===== config.mk =====
export PLATFORM = sky130hd
export DESIGN_NAME = gdt_config_top
export DESIGN_NICKNAME = d
export VERILOG_FILES = /design/src/logic/gdt_pkg.sv /design/src/logic/gdt_channel.sv /design/src/logic/gdt_config_top.sv
export VERILOG_INCLUDE_DIRS = /design/src /design/src/logic
export SDC_FILE = /design/constraint.sdc
export NUM_CORES = 1
export LEC_CHECK = 0
export BUFFER_PORTS_ARGS = -buffer_cell sky130_fd_sc_hd__buf_4
export CAP_MARGIN = 20
export CORE_AREA = 2 2 182 184
export DETAILED_ROUTE_END_ITERATION = 10
export DIE_AREA = 0 0 184 186
export GPL_TIMING_DRIVEN = 0
export PLACE_DENSITY = 0.72
export RECOVER_POWER = 100
export SLEW_MARGIN = 40
export SYNTH_ARGS = -nofsm -noshare
export SYNTH_HDL_FRONTEND = slang
export SYNTH_HIERARCHICAL = 1
export SYNTH_SLANG_ARGS = --single-unit

===== constraint.sdc =====
create_clock -name core_clk_in -period 5.44 [get_ports core_clk_in]
set_clock_uncertainty 0.2 [all_clocks]
set_input_delay 1.088 -clock core_clk_in [delete_from_list [all_inputs] [get_ports core_clk_in]]
set_output_delay 1.088 -clock core_clk_in [all_outputs]
set_load 0.02 [all_outputs]

===== src/logic/gdt_params.svh =====
// Purpose: constants of the gate-drive timing configuration bank
// Assumes: 10 MHz core clock
// Notes: offsets are register addresses of the decoded serial write port
`ifndef GDT_PARAMS_SVH
`define GDT_PARAMS_SVH

// ==========================================================
// register addresses and bank bit
`define GDT_ADDR_PWM 4'h3
`define GDT_ADDR_CAL 4'h4
`define GDT_ADDR_CH1 4'h5
`define GDT_BANK_BIT 10

// ==========================================================
// field positions, pwm source register
`define GDT_PWM_FIELDS_LOW 5
// calibration control
`define GDT_CAL_DLY_LSB 7
`define GDT_CAL_PC_LSB 3
`define GDT_CAL_SEL_LSB 0
// configuration a
`define GDT_BLANK_LSB 8
`define GDT_IPCF_LSB 5
`define GDT_IPCR_LSB 2
`define GDT_TPC_LSB 0

// ==========================================================
// reset values, and the split-output select code
`define GDT_PWM_SEL_RST 2'h0
`define GDT_CAL_CODE_RST 4'h0
`define GDT_CAL_SEL_RST 3'h0
`define GDT_BLANK_RST 2'h0
`define GDT_CURRENT_RST 3'h0
`define GDT_TPC_RST 2'h0
`define GDT_CAL_SEL_SPLIT 3'h7

// ==========================================================
// timing, in ns, and the clock period
`define GDT_CLK_PERIOD_NS 100
`define GDT_CAL_DLY_BASE_NS 350
`define GDT_CAL_DLY_STEP_NS 200
`define GDT_CAL_PC_BASE_NS 50
`define GDT_CAL_PC_STEP_NS 100
`define GDT_BLANK_STEP_NS 1000
`define GDT_TPC_STEP_NS 100

`endif


===== src/logic/gdt_pkg.sv =====
// Purpose: field types of the gate-drive timing configuration bank
// Assumes: nothing
// Notes: constants live in gdt_params.svh
`default_nettype none

package gdt_pkg;
  typedef logic [3:0] gdt_addr_t;
  typedef logic [10:0] gdt_word_t;
  typedef logic [1:0] gdt_pwm_sel_t;
  typedef logic [3:0] gdt_cal_code_t;
  typedef logic [2:0] gdt_cal_sel_t;
  typedef logic [1:0] gdt_blank_t;
  typedef logic [2:0] gdt_current_t;
  typedef logic [1:0] gdt_pc_time_t;
endpackage

`default_nettype wire


===== src/logic/gdt_channel.sv =====
// Purpose: one half-bridge channel: pwm source and configuration a fields
// Assumes: writes are already decoded for this channel
// Notes: pwm output is registered, one cycle behind the inputs
`timescale 1ns/10ps
`default_nettype none
`include "gdt_params.svh"

module gdt_channel #(
  parameter int unsigned N_PWM = 4
) (
  // clock and reset
  input wire logic clk_in,
  input wire logic rst_n_in,
  // decoded writes
  input wire logic cfg_wr_in,
  input wire gdt_pkg::gdt_word_t cfg_data_in,
  input wire logic sel_wr_in,
  input wire gdt_pkg::gdt_pwm_sel_t sel_data_in,
  // pwm inputs
  input wire logic [N_PWM-1:0] pwm_inputs_in,
  // fields and derived timing
  output logic chan_pwm_out,
  output gdt_pkg::gdt_pwm_sel_t pwm_source_select_out,
  output gdt_pkg::gdt_blank_t cross_conduction_blank_time_out,
  output gdt_pkg::gdt_current_t fall_precharge_current_out,
  output gdt_pkg::gdt_current_t rise_precharge_current_out,
  output gdt_pkg::gdt_pc_time_t slope_precharge_time_out,
  output logic [5:0] blank_cycles_out,
  output logic [2:0] precharge_cycles_out
);
  import gdt_pkg::*;

  // ==========================================================
  // field extraction
  wire gdt_blank_t blank_nxt = cfg_data_in[`GDT_BLANK_LSB +: 2];
  wire gdt_current_t ipcf_nxt = cfg_data_in[`GDT_IPCF_LSB +: 3];
  wire gdt_current_t ipcr_nxt = cfg_data_in[`GDT_IPCR_LSB +: 3];
  wire gdt_pc_time_t tpc_nxt = cfg_data_in[`GDT_TPC_LSB +: 2];
  wire logic [5:0] blank_cyc_nxt =
    6'((32'(blank_nxt) + 1) * `GDT_BLANK_STEP_NS / `GDT_CLK_PERIOD_NS);
  wire logic [2:0] pc_cyc_nxt =
    3'((32'(tpc_nxt) + 1) * `GDT_TPC_STEP_NS / `GDT_CLK_PERIOD_NS);
  // out-of-range select code cannot occur with four inputs
  wire logic pwm_nxt = pwm_inputs_in[pwm_source_select_out];

  // ==========================================================
  // registers
  always_ff @(posedge clk_in or negedge rst_n_in) begin
    if (!rst_n_in) begin
      pwm_source_select_out <= `GDT_PWM_SEL_RST;
      chan_pwm_out <= 1'b0;
    end else begin
      if (sel_wr_in) begin
        pwm_source_select_out <= sel_data_in;
      end
      chan_pwm_out <= pwm_nxt;
    end
  end

  always_ff @(posedge clk_in or negedge rst_n_in) begin
    if (!rst_n_in) begin
      cross_conduction_blank_time_out <= `GDT_BLANK_RST;
      fall_precharge_current_out <= `GDT_CURRENT_RST;
      rise_precharge_current_out <= `GDT_CURRENT_RST;
      slope_precharge_time_out <= `GDT_TPC_RST;
      blank_cycles_out <= 6'((`GDT_BLANK_STEP_NS) / `GDT_CLK_PERIOD_NS);
      precharge_cycles_out <= 3'((`GDT_TPC_STEP_NS) / `GDT_CLK_PERIOD_NS);
    end else if (cfg_wr_in) begin
      cross_conduction_blank_time_out <= blank_nxt;
      fall_precharge_current_out <= ipcf_nxt;
      rise_precharge_current_out <= ipcr_nxt;
      slope_precharge_time_out <= tpc_nxt;
      blank_cycles_out <= blank_cyc_nxt;
      precharge_cycles_out <= pc_cyc_nxt;
    end
  end

  // ==========================================================
  // assertions
  AST_BLANK_TIME: assert property (@(posedge clk_in) disable iff (!rst_n_in)
    cfg_wr_in |=> blank_cycles_out == 6'd10 * (6'(cross_conduction_blank_time_out) + 6'd1))
    else $error("blank cycles do not match blanking code");
  AST_FALL_CURRENT: assert property (@(posedge clk_in) disable iff (!rst_n_in)
    cfg_wr_in |=> fall_precharge_current_out == $past(cfg_data_in[7:5]))
    else $error("falling pre-charge current not taken from write");
  AST_RISE_CURRENT: assert property (@(posedge clk_in) disable iff (!rst_n_in)
    cfg_wr_in |=> rise_precharge_current_out == $past(cfg_data_in[4:2]))
    else $error("rising pre-charge current not taken from write");
  AST_PC_TIME: assert property (@(posedge clk_in) disable iff (!rst_n_in)
    cfg_wr_in |=> precharge_cycles_out == 3'(slope_precharge_time_out) + 3'd1)
    else $error("pre-charge cycles do not match time code");
  AST_CH_HOLD: assert property (@(posedge clk_in) disable iff (!rst_n_in)
    !cfg_wr_in |=> $stable(cross_conduction_blank_time_out) && $stable(slope_precharge_time_out))
    else $error("channel settings changed without a write to this channel");
endmodule

`default_nettype wire


===== src/logic/gdt_config_top.sv =====
// Purpose: gate-drive timing configuration bank of a seven-channel pre-driver
// Assumes: serial frames are decoded upstream into address, data and a write strobe
// Notes: configuration b words (bank bit set) at the channel addresses are ignored here
`timescale 1ns/10ps
`default_nettype none
`include "gdt_params.svh"

module gdt_config_top #(
  parameter int unsigned N_CHAN = 7,
  parameter int unsigned N_PWM = 4
) (
  // clock and reset
  input wire logic core_clk_in,
  input wire logic nrst_in,
  // decoded register write
  input wire logic reg_wr_in,
  input wire gdt_pkg::gdt_addr_t reg_addr_in,
  input wire gdt_pkg::gdt_word_t reg_data_in,
  // pwm inputs, one to four
  input wire logic [N_PWM-1:0] pwm_inputs_in,
  // per-channel routed pwm
  output logic [N_CHAN-1:0] chan_pwm_out,
  // calibration unit setup
  output gdt_pkg::gdt_cal_code_t cal_slope_end_delay_out,
  output gdt_pkg::gdt_cal_code_t cal_precharge_time_out,
  output gdt_pkg::gdt_cal_sel_t cal_output_select_out,
  output logic cal_enable_out,
  output logic [N_CHAN-1:0] cal_target_out,
  output logic [5:0] cal_delay_cycles_out,
  output logic [4:0] cal_precharge_cycles_out,
  // per-channel pwm source and configuration a, flattened by channel
  output logic [2*N_CHAN-1:0] pwm_source_select_out,
  output logic [2*N_CHAN-1:0] cross_conduction_blank_time_out,
  output logic [3*N_CHAN-1:0] fall_precharge_current_out,
  output logic [3*N_CHAN-1:0] rise_precharge_current_out,
  output logic [2*N_CHAN-1:0] slope_precharge_time_out,
  output logic [6*N_CHAN-1:0] blank_cycles_out,
  output logic [3*N_CHAN-1:0] precharge_cycles_out
);
  import gdt_pkg::*;

  // ==========================================================
  // reset release
  logic [1:0] rst_sync_r;
  wire logic rst_n = rst_sync_r[1];

  always_ff @(posedge core_clk_in or negedge nrst_in) begin
    if (!nrst_in) begin
      rst_sync_r <= 2'h0;
    end else begin
      rst_sync_r <= {rst_sync_r[0], 1'b1};
    end
  end

  // ==========================================================
  // write decode
  wire logic bank_b = reg_data_in[`GDT_BANK_BIT];
  wire logic pwm_a_wr = reg_wr_in && (reg_addr_in == `GDT_ADDR_PWM) && !bank_b;
  wire logic pwm_b_wr = reg_wr_in && (reg_addr_in == `GDT_ADDR_PWM) && bank_b;
  wire logic cal_wr = reg_wr_in && (reg_addr_in == `GDT_ADDR_CAL);

  // ==========================================================
  // calibration control
  wire gdt_cal_code_t cal_dly_nxt = reg_data_in[`GDT_CAL_DLY_LSB +: 4];
  wire gdt_cal_code_t cal_pc_nxt = reg_data_in[`GDT_CAL_PC_LSB +: 4];
  wire gdt_cal_sel_t cal_sel_nxt = reg_data_in[`GDT_CAL_SEL_LSB +: 3];
  // least times, so rounded up to whole cycles
  wire logic [5:0] cal_dly_cyc_nxt = 6'((`GDT_CAL_DLY_BASE_NS
    + `GDT_CAL_DLY_STEP_NS * 32'(cal_dly_nxt) + `GDT_CLK_PERIOD_NS - 1)
    / `GDT_CLK_PERIOD_NS);
  wire logic [4:0] cal_pc_cyc_nxt = 5'((`GDT_CAL_PC_BASE_NS
    + `GDT_CAL_PC_STEP_NS * 32'(cal_pc_nxt) + `GDT_CLK_PERIOD_NS - 1)
    / `GDT_CLK_PERIOD_NS);
  // code n selects bridge n; code 7 lands on the channel-seven split output
  wire logic [N_CHAN-1:0] cal_target_nxt = (cal_sel_nxt == `GDT_CAL_SEL_RST) ?
    '0 : N_CHAN'(1) << (cal_sel_nxt - 3'h1);

  always_ff @(posedge core_clk_in or negedge rst_n) begin
    if (!rst_n) begin
      cal_slope_end_delay_out <= `GDT_CAL_CODE_RST;
      cal_precharge_time_out <= `GDT_CAL_CODE_RST;
      cal_output_select_out <= `GDT_CAL_SEL_RST;
      cal_enable_out <= 1'b0;
      cal_target_out <= '0;
      cal_delay_cycles_out <= 6'((`GDT_CAL_DLY_BASE_NS + `GDT_CLK_PERIOD_NS - 1)
        / `GDT_CLK_PERIOD_NS);
      cal_precharge_cycles_out <= 5'((`GDT_CAL_PC_BASE_NS + `GDT_CLK_PERIOD_NS - 1)
        / `GDT_CLK_PERIOD_NS);
    end else if (cal_wr) begin
      cal_slope_end_delay_out <= cal_dly_nxt;
      cal_delay_cycles_out <= cal_dly_cyc_nxt;
      cal_precharge_time_out <= cal_pc_nxt;
      cal_precharge_cycles_out <= cal_pc_cyc_nxt;
      cal_output_select_out <= cal_sel_nxt;
      cal_enable_out <= (cal_sel_nxt != `GDT_CAL_SEL_RST);
      cal_target_out <= cal_target_nxt;
    end
  end

  // ==========================================================
  // channels
  // host keeps the bridge tri-stated and steps pre-charge codes singly;
  // no interlock here, settings take effect on the write itself
  for (genvar ch = 0; ch < N_CHAN; ch++) begin : g_chan
    localparam int unsigned SLOT = (ch < `GDT_PWM_FIELDS_LOW) ? ch : ch - `GDT_PWM_FIELDS_LOW;
    wire logic cfg_wr = reg_wr_in && !bank_b
      && (reg_addr_in == 4'(`GDT_ADDR_CH1 + ch));
    wire logic sel_wr = (ch < `GDT_PWM_FIELDS_LOW) ? pwm_a_wr : pwm_b_wr;
    wire gdt_pwm_sel_t sel_data = reg_data_in[2*SLOT +: 2];

    gdt_channel #(
      .N_PWM(N_PWM)
    ) u_chan (
      .clk_in(core_clk_in),
      .rst_n_in(rst_n),
      .cfg_wr_in(cfg_wr),
      .cfg_data_in(reg_data_in),
      .sel_wr_in(sel_wr),
      .sel_data_in(sel_data),
      .pwm_inputs_in(pwm_inputs_in),
      .chan_pwm_out(chan_pwm_out[ch]),
      .pwm_source_select_out(pwm_source_select_out[2*ch +: 2]),
      .cross_conduction_blank_time_out(cross_conduction_blank_time_out[2*ch +: 2]),
      .fall_precharge_current_out(fall_precharge_current_out[3*ch +: 3]),
      .rise_precharge_current_out(rise_precharge_current_out[3*ch +: 3]),
      .slope_precharge_time_out(slope_precharge_time_out[2*ch +: 2]),
      .blank_cycles_out(blank_cycles_out[6*ch +: 6]),
      .precharge_cycles_out(precharge_cycles_out[3*ch +: 3])
    );
  end

  // ==========================================================
  // assertions
  AST_PWM_ROUTE: assert property (@(posedge core_clk_in) disable iff (!rst_n)
    $stable(pwm_source_select_out[1:0]) |=> chan_pwm_out[0]
      == $past(pwm_inputs_in[pwm_source_select_out[1:0]]))
    else $error("channel one pwm not taken from selected input");
  AST_PWM_A_LOW: assert property (@(posedge core_clk_in) disable iff (!rst_n)
    pwm_a_wr |=> pwm_source_select_out[9:8] == $past(reg_data_in[9:8]))
    else $error("channel five pwm source not written from low word");
  AST_PWM_B_HIGH: assert property (@(posedge core_clk_in) disable iff (!rst_n)
    pwm_b_wr |=> pwm_source_select_out[13:12] == $past(reg_data_in[3:2]))
    else $error("channel seven pwm source not written from high word");
  AST_CAL_DLY: assert property (@(posedge core_clk_in) disable iff (!rst_n)
    cal_wr |=> cal_delay_cycles_out == 6'd4 + 6'd2 * 6'(cal_slope_end_delay_out))
    else $error("slope-end delay cycles wrong");
  AST_CAL_PC: assert property (@(posedge core_clk_in) disable iff (!rst_n)
    cal_wr |=> cal_precharge_cycles_out == 5'(cal_precharge_time_out) + 5'd1)
    else $error("calibration pre-charge cycles wrong");
  AST_CAL_OFF: assert property (@(posedge core_clk_in) disable iff (!rst_n)
    (cal_output_select_out == 3'h0) |-> !cal_enable_out && (cal_target_out == '0))
    else $error("calibration unit active with select code zero");
  AST_CAL_SPLIT: assert property (@(posedge core_clk_in) disable iff (!rst_n)
    (cal_output_select_out == `GDT_CAL_SEL_SPLIT) |-> cal_target_out[N_CHAN-1] && cal_enable_out)
    else $error("select code seven does not reach the split output");
  AST_CH_ONLY_OWN: assert property (@(posedge core_clk_in) disable iff (!rst_n)
    (reg_wr_in && reg_addr_in == `GDT_ADDR_CH1) |=> $stable(cross_conduction_blank_time_out[13:2]))
    else $error("write to channel one changed another channel");
  // fields come straight from the word and hold until their own register is written
  AST_PWM_A_CH1: assert property (@(posedge core_clk_in) disable iff (!rst_n)
    pwm_a_wr |=> pwm_source_select_out[1:0] == $past(reg_data_in[1:0]))
    else $error("channel one pwm source not written from low word");
  AST_PWM_B_CH6: assert property (@(posedge core_clk_in) disable iff (!rst_n)
    pwm_b_wr |=> pwm_source_select_out[11:10] == $past(reg_data_in[1:0]))
    else $error("channel six pwm source not written from high word");
  AST_PWM_HOLD: assert property (@(posedge core_clk_in) disable iff (!rst_n)
    !(pwm_a_wr || pwm_b_wr) |=> $stable(pwm_source_select_out))
    else $error("pwm sources changed without a source write");
  // the last channel checked too, as it takes its source from the high word
  AST_PWM_ROUTE_CH7: assert property (@(posedge core_clk_in) disable iff (!rst_n)
    rst_n |=> chan_pwm_out[6] == $past(pwm_inputs_in[pwm_source_select_out[13:12]]))
    else $error("channel seven pwm not taken from selected input");
  AST_CAL_DLY_TAKEN: assert property (@(posedge core_clk_in) disable iff (!rst_n)
    cal_wr |=> cal_slope_end_delay_out == $past(reg_data_in[10:7]))
    else $error("slope-end delay code not taken from write");
  AST_CAL_PC_TAKEN: assert property (@(posedge core_clk_in) disable iff (!rst_n)
    cal_wr |=> cal_precharge_time_out == $past(reg_data_in[6:3]))
    else $error("calibration pre-charge code not taken from write");
  AST_CAL_SEL_TAKEN: assert property (@(posedge core_clk_in) disable iff (!rst_n)
    cal_wr |=> cal_output_select_out == $past(reg_data_in[2:0]))
    else $error("calibration select code not taken from write");
  AST_CAL_TARGET: assert property (@(posedge core_clk_in) disable iff (!rst_n)
    (cal_output_select_out != 3'h0)
      |-> cal_enable_out && (cal_target_out == N_CHAN'(1) << (cal_output_select_out - 3'h1)))
    else $error("calibration unit not attached to the selected bridge");
  AST_CAL_HOLD: assert property (@(posedge core_clk_in) disable iff (!rst_n)
    !cal_wr |=> $stable(cal_slope_end_delay_out) && $stable(cal_precharge_time_out))
    else $error("calibration codes changed without a calibration write");
  AST_CFG_B_REFUSED: assert property (@(posedge core_clk_in) disable iff (!rst_n)
    (reg_wr_in && bank_b && reg_addr_in != `GDT_ADDR_PWM) |=> $stable(fall_precharge_current_out))
    else $error("configuration b word changed a configuration a field");
  AST_CH1_TAKEN: assert property (@(posedge core_clk_in) disable iff (!rst_n)
    g_chan[0].cfg_wr |=> cross_conduction_blank_time_out[1:0] == $past(reg_data_in[9:8]))
    else $error("channel one blanking code not taken from write");
  AST_CH7_OWN: assert property (@(posedge core_clk_in) disable iff (!rst_n)
    g_chan[6].cfg_wr |=> $stable(slope_precharge_time_out[11:0]))
    else $error("write to channel seven changed another channel");

  COV_CAL_SPLIT: cover property (@(posedge core_clk_in) disable iff (!rst_n)
    cal_wr && reg_data_in[2:0] == 3'h7);
  COV_CH7_CFG: cover property (@(posedge core_clk_in) disable iff (!rst_n)
    reg_wr_in && reg_addr_in == 4'hb && !bank_b);
  COV_PWM_B: cover property (@(posedge core_clk_in) disable iff (!rst_n) pwm_b_wr);
  COV_PWM_A: cover property (@(posedge core_clk_in) disable iff (!rst_n) pwm_a_wr);
  COV_CFG_B: cover property (@(posedge core_clk_in) disable iff (!rst_n)
    reg_wr_in && bank_b && reg_addr_in == `GDT_ADDR_CH1);
endmodule

`default_nettype wire


==> results.md <==
- Outcome: finished, violations left
- Failing checks: max-capacitance violations, max-slew violations, negative setup slack
- Max_cap viols: 4
- Required time of the critical path: 5560 ps
- Drt pass-1 iters: 5
- Net Sw Power: 2820 uW
- Max IR drop VDD: 0.208 mV
- Die W: 184 um
- First-pass GRT wire length: 69.6 mm
- HP Class: register to asynchronous set/reset pin
- Rel. slew slack: -55.3%
- Setup CP Type: primary input to register
- Crit path arrival time: 6950 ps
- Layout area overhead: 24.2%
- Tot GR Track Use: 26.1%
- Reg2reg path depth: 2
- Achievable Freq: 147 MHz
- Final WS setup: -1380 ps
- Slew @ Worst Pin: 2330 ps
- Setup violations, final: 5
- Synth area leaders: dfrtp_1 26%, ha_1 17%, mux2_2 8.7%
- Initial core utilization: 46.7%
- Critical path's top delay family: compound AO/OA/AOI/OAI gates
- Final period util: 125%
- CP max stage delay: 420 ps
- Max-slew violation count: 188
- Setup repair after global routing missed its margin: yes
- CP Buf/Inv Count: 6
- Distinct cells, synth: 96
- Drc violations: 0
- Flops & latches, synth: 179
- Ys Warns: 6
- Total gr overflow: 0
- Nets: 2,112
- Crit-path max FO: 8
- Area leader, netlist: dfrtp_1
- Sw Share: 42.6%
- Detail Placement HPWL: 29.3 mm
- CTS Buf Count: 17
- Die area: 34,200 um^2
- CTS sink count: 179
- Vias in the first global route: 13,200
- Dpl ws: -3350 ps
- WL per Instance: 19.6 um
- Register area share after synthesis: 29.9%
- Pin count of the biggest net entering global routing: 65
- Top_reg_cell synth: dfrtp_1
- Pwr Density: 354 nW/um^2
- Synth top area share: 25.9%
- Fin crit period: 6820 ps
- Initial antenna violation count: 5
- FFs w/ async S/R, synth: 100%
- Startpoint types: primary input
- Post-Route WL: 45.1 mm
- Gpl congestion: 0.864
- Reg-to-Reg End: g_chan[1].u_chan/blank_cycles_out[5]$_DFFE_PN0P_
- P_int: 3800 uW
- Slowest cell on the critical path: o311ai_2
- Syn Inst Count: 1,566
- Post-synth EDFFs: 0
- Antenna viol nets, final: 0
- Power share of the combinational group: 54.0%
- Synthesized area per cell: 9.61 um^2
- Core Box Area: 32,200 um^2
- Crit path depth: 27
- CTS HTree Levels: 4
- Seq pwr share: 26.9%
- TritonCTS clock tree: built
- Final hold viol count: 0
- Clk_lat worst skew: 450 ps
- Clock Tree Root: clkbuf_16
- Syn Std Cell Area: 15,100 um^2
- Core Util, Final: 58.1%
- Port bufs: 205
- DRT iter0 DRCs: 945
- CTS Buffer Depth: 2
- Net count after synthesis: 1,801
- Power share of the clock group: 19.1%
- R2r startpoint: rst_sync_r[1]$_DFF_PN0_
- Critical Path Sink Type: register
- Top Ports: 206
- DR vias: 13,400
- Leak: 0.00838 uW
- Clk slew on worst S/H paths: 80 ps
- Share of cells above drive strength 1: 23.4%
- Total power: 6620 uW
- Vias per std cell: 5.81
- Worst reg-to-reg setup slack: 1510 ps
- Die height: 186 um
- # rows: 66
==> synth_stat cells (all sizes together) (13+ instances only) <==
library cell	instances
a31oi	14
ha	205
nor2	123
nand2	116
nor2b	26
buf	32
mux2	116
dfstp	23
xnor2	44
nand3	26
mux2i	24
o311ai	13
o21ai	82
o31ai	34
nand2b	27
dfrtp	156
a21o	26
nand4	16
a211oi	13
nor3	34
clkbuf	28
a21oi	67
inv	107
==> cells by family after synthesis <==
| group | Yosys count | share of synthesized area [%] |
|---|---|---|
| buffers and inverters | 168 | 4.95 |
| other | 1 | 0.0249 |
| xor gates and xnor gates | 55 | 3.25 |
| AOI/OAI and AO/OA | 371 | 17.8 |
| muxes | 147 | 11.3 |
| and+or+nand+nor | 431 | 14.5 |
| adders and majority gates | 214 | 18.2 |
| DFF | 179 | 29.9 |
==> registers in the layout (all words and copies together), names as in the netlist, 5 cells and up <==
name	cells
cal_delay_cycles_out	6
cal_precharge_cycles_out	5
cal_target_out	7
g_chan.u_chan/blank_cycles_out	35
g_chan.u_chan/chan_pwm_out	7
g_chan.u_chan/cross_conduction_blank_time_out	14
g_chan.u_chan/fall_precharge_current_out	21
g_chan.u_chan/precharge_cycles_out	21
g_chan.u_chan/pwm_source_select_out	14
g_chan.u_chan/rise_precharge_current_out	21
g_chan.u_chan/slope_precharge_time_out	14
==> cells in the final DEF (no fill, tap or decap), drive strengths merged, types with 16 or more instances in the layout <==
cell,netlist,final
mux2i,24,24
nand2,116,116
xnor2,44,44
buf,32,119
nand3,26,26
nor3,34,34
a21o,26,26
ha,205,205
nor2b,26,26
nand2b,27,27
dfrtp,156,156
mux2,116,116
nand4,16,16
o21ai,82,82
clkbuf,28,246
dfstp,23,23
o31ai,34,34
inv,107,110
a21oi,67,67
nor2,123,123
==> layer usage <==
metal | vias to the layer above | global-route usage [%] | routed length [um]
li1 | 6267 | - | -
met5 | - | 0 | 13
met4 | 2 | 8.80 | 1170
met2 | 430 | 44.6 | 21600
met3 | 79 | 6.36 | 2810
met1 | 6593 | 32.3 | 19400
==> worst max-delay path by stage <==
stage / endpoint / startpoint / slack [ps]
after CTS: cal_delay_cycles_out[0]$_DFFE_PN0P_ / reg_data_in[9] / -1410
final: cal_delay_cycles_out[0]$_DFFE_PN0P_ / reg_data_in[9] / -1380
after floorplan: cal_delay_cycles_out[0]$_DFFE_PN0P_ / reg_data_in[9] / -1530
after global routing: cal_delay_cycles_out[0]$_DFFE_PN0P_ / reg_data_in[9] / -1680
after detailed placement: cal_delay_cycles_out[0]$_DFFE_PN0P_ / reg_data_in[9] / -3350
after global placement: cal_delay_cycles_out[0]$_DFFE_PN0P_ / reg_data_in[8] / -3480
==> metrics by stage <==
step | area, um^2 | TNS [ps] | hold WS, ps | std cells
floorplan | 15400 | -4400 | 131 | 1566
global placement | 17400 | -13800 | 133 | 2179
detailed placement | 17500 | -13690 | -24.4 | 2186
CTS | 19200 | -3830 | 134 | 2275
global route | 18700 | -5400 | 137 | 2300
finish | 18700 | -4090 | 126 | 2301
==> power groups by stage <==
stage	combinational [uW]	sequential, uW	clock [uW]
2_1_floorplan	1840	2130	0
6_report	3580	1780	1260
3_5_place_dp	3100	1820	0
5_1_grt	3840	1820	1350
4_1_cts	3560	1800	1290
3_3_place_gp	3000	1830	0
==> area by class of cell <==
class                           instances  area, um^2
Sequential cell                       179        4510
Tap cell                              408         510
Antenna cell                            3        7.51
Buffer                                 58         333
Clock inverter                         12         123
Clock buffer                           20         447
Multi-Input combinational cell       1220       10500
Inverter                              108         459
Timing Repair Buffer                  293        1760
Fill cell                            2924       13500
==> repair_timing <==
item	CTS	global route
cloned	5	1
resized for setup	92	28
setup buffers	51	25
pin swaps	37	41
endpoints found under the setup margin	7	6
hold endpoints to repair	8	0
hold buffers	1	0
(Power assumes the default switching activity.)
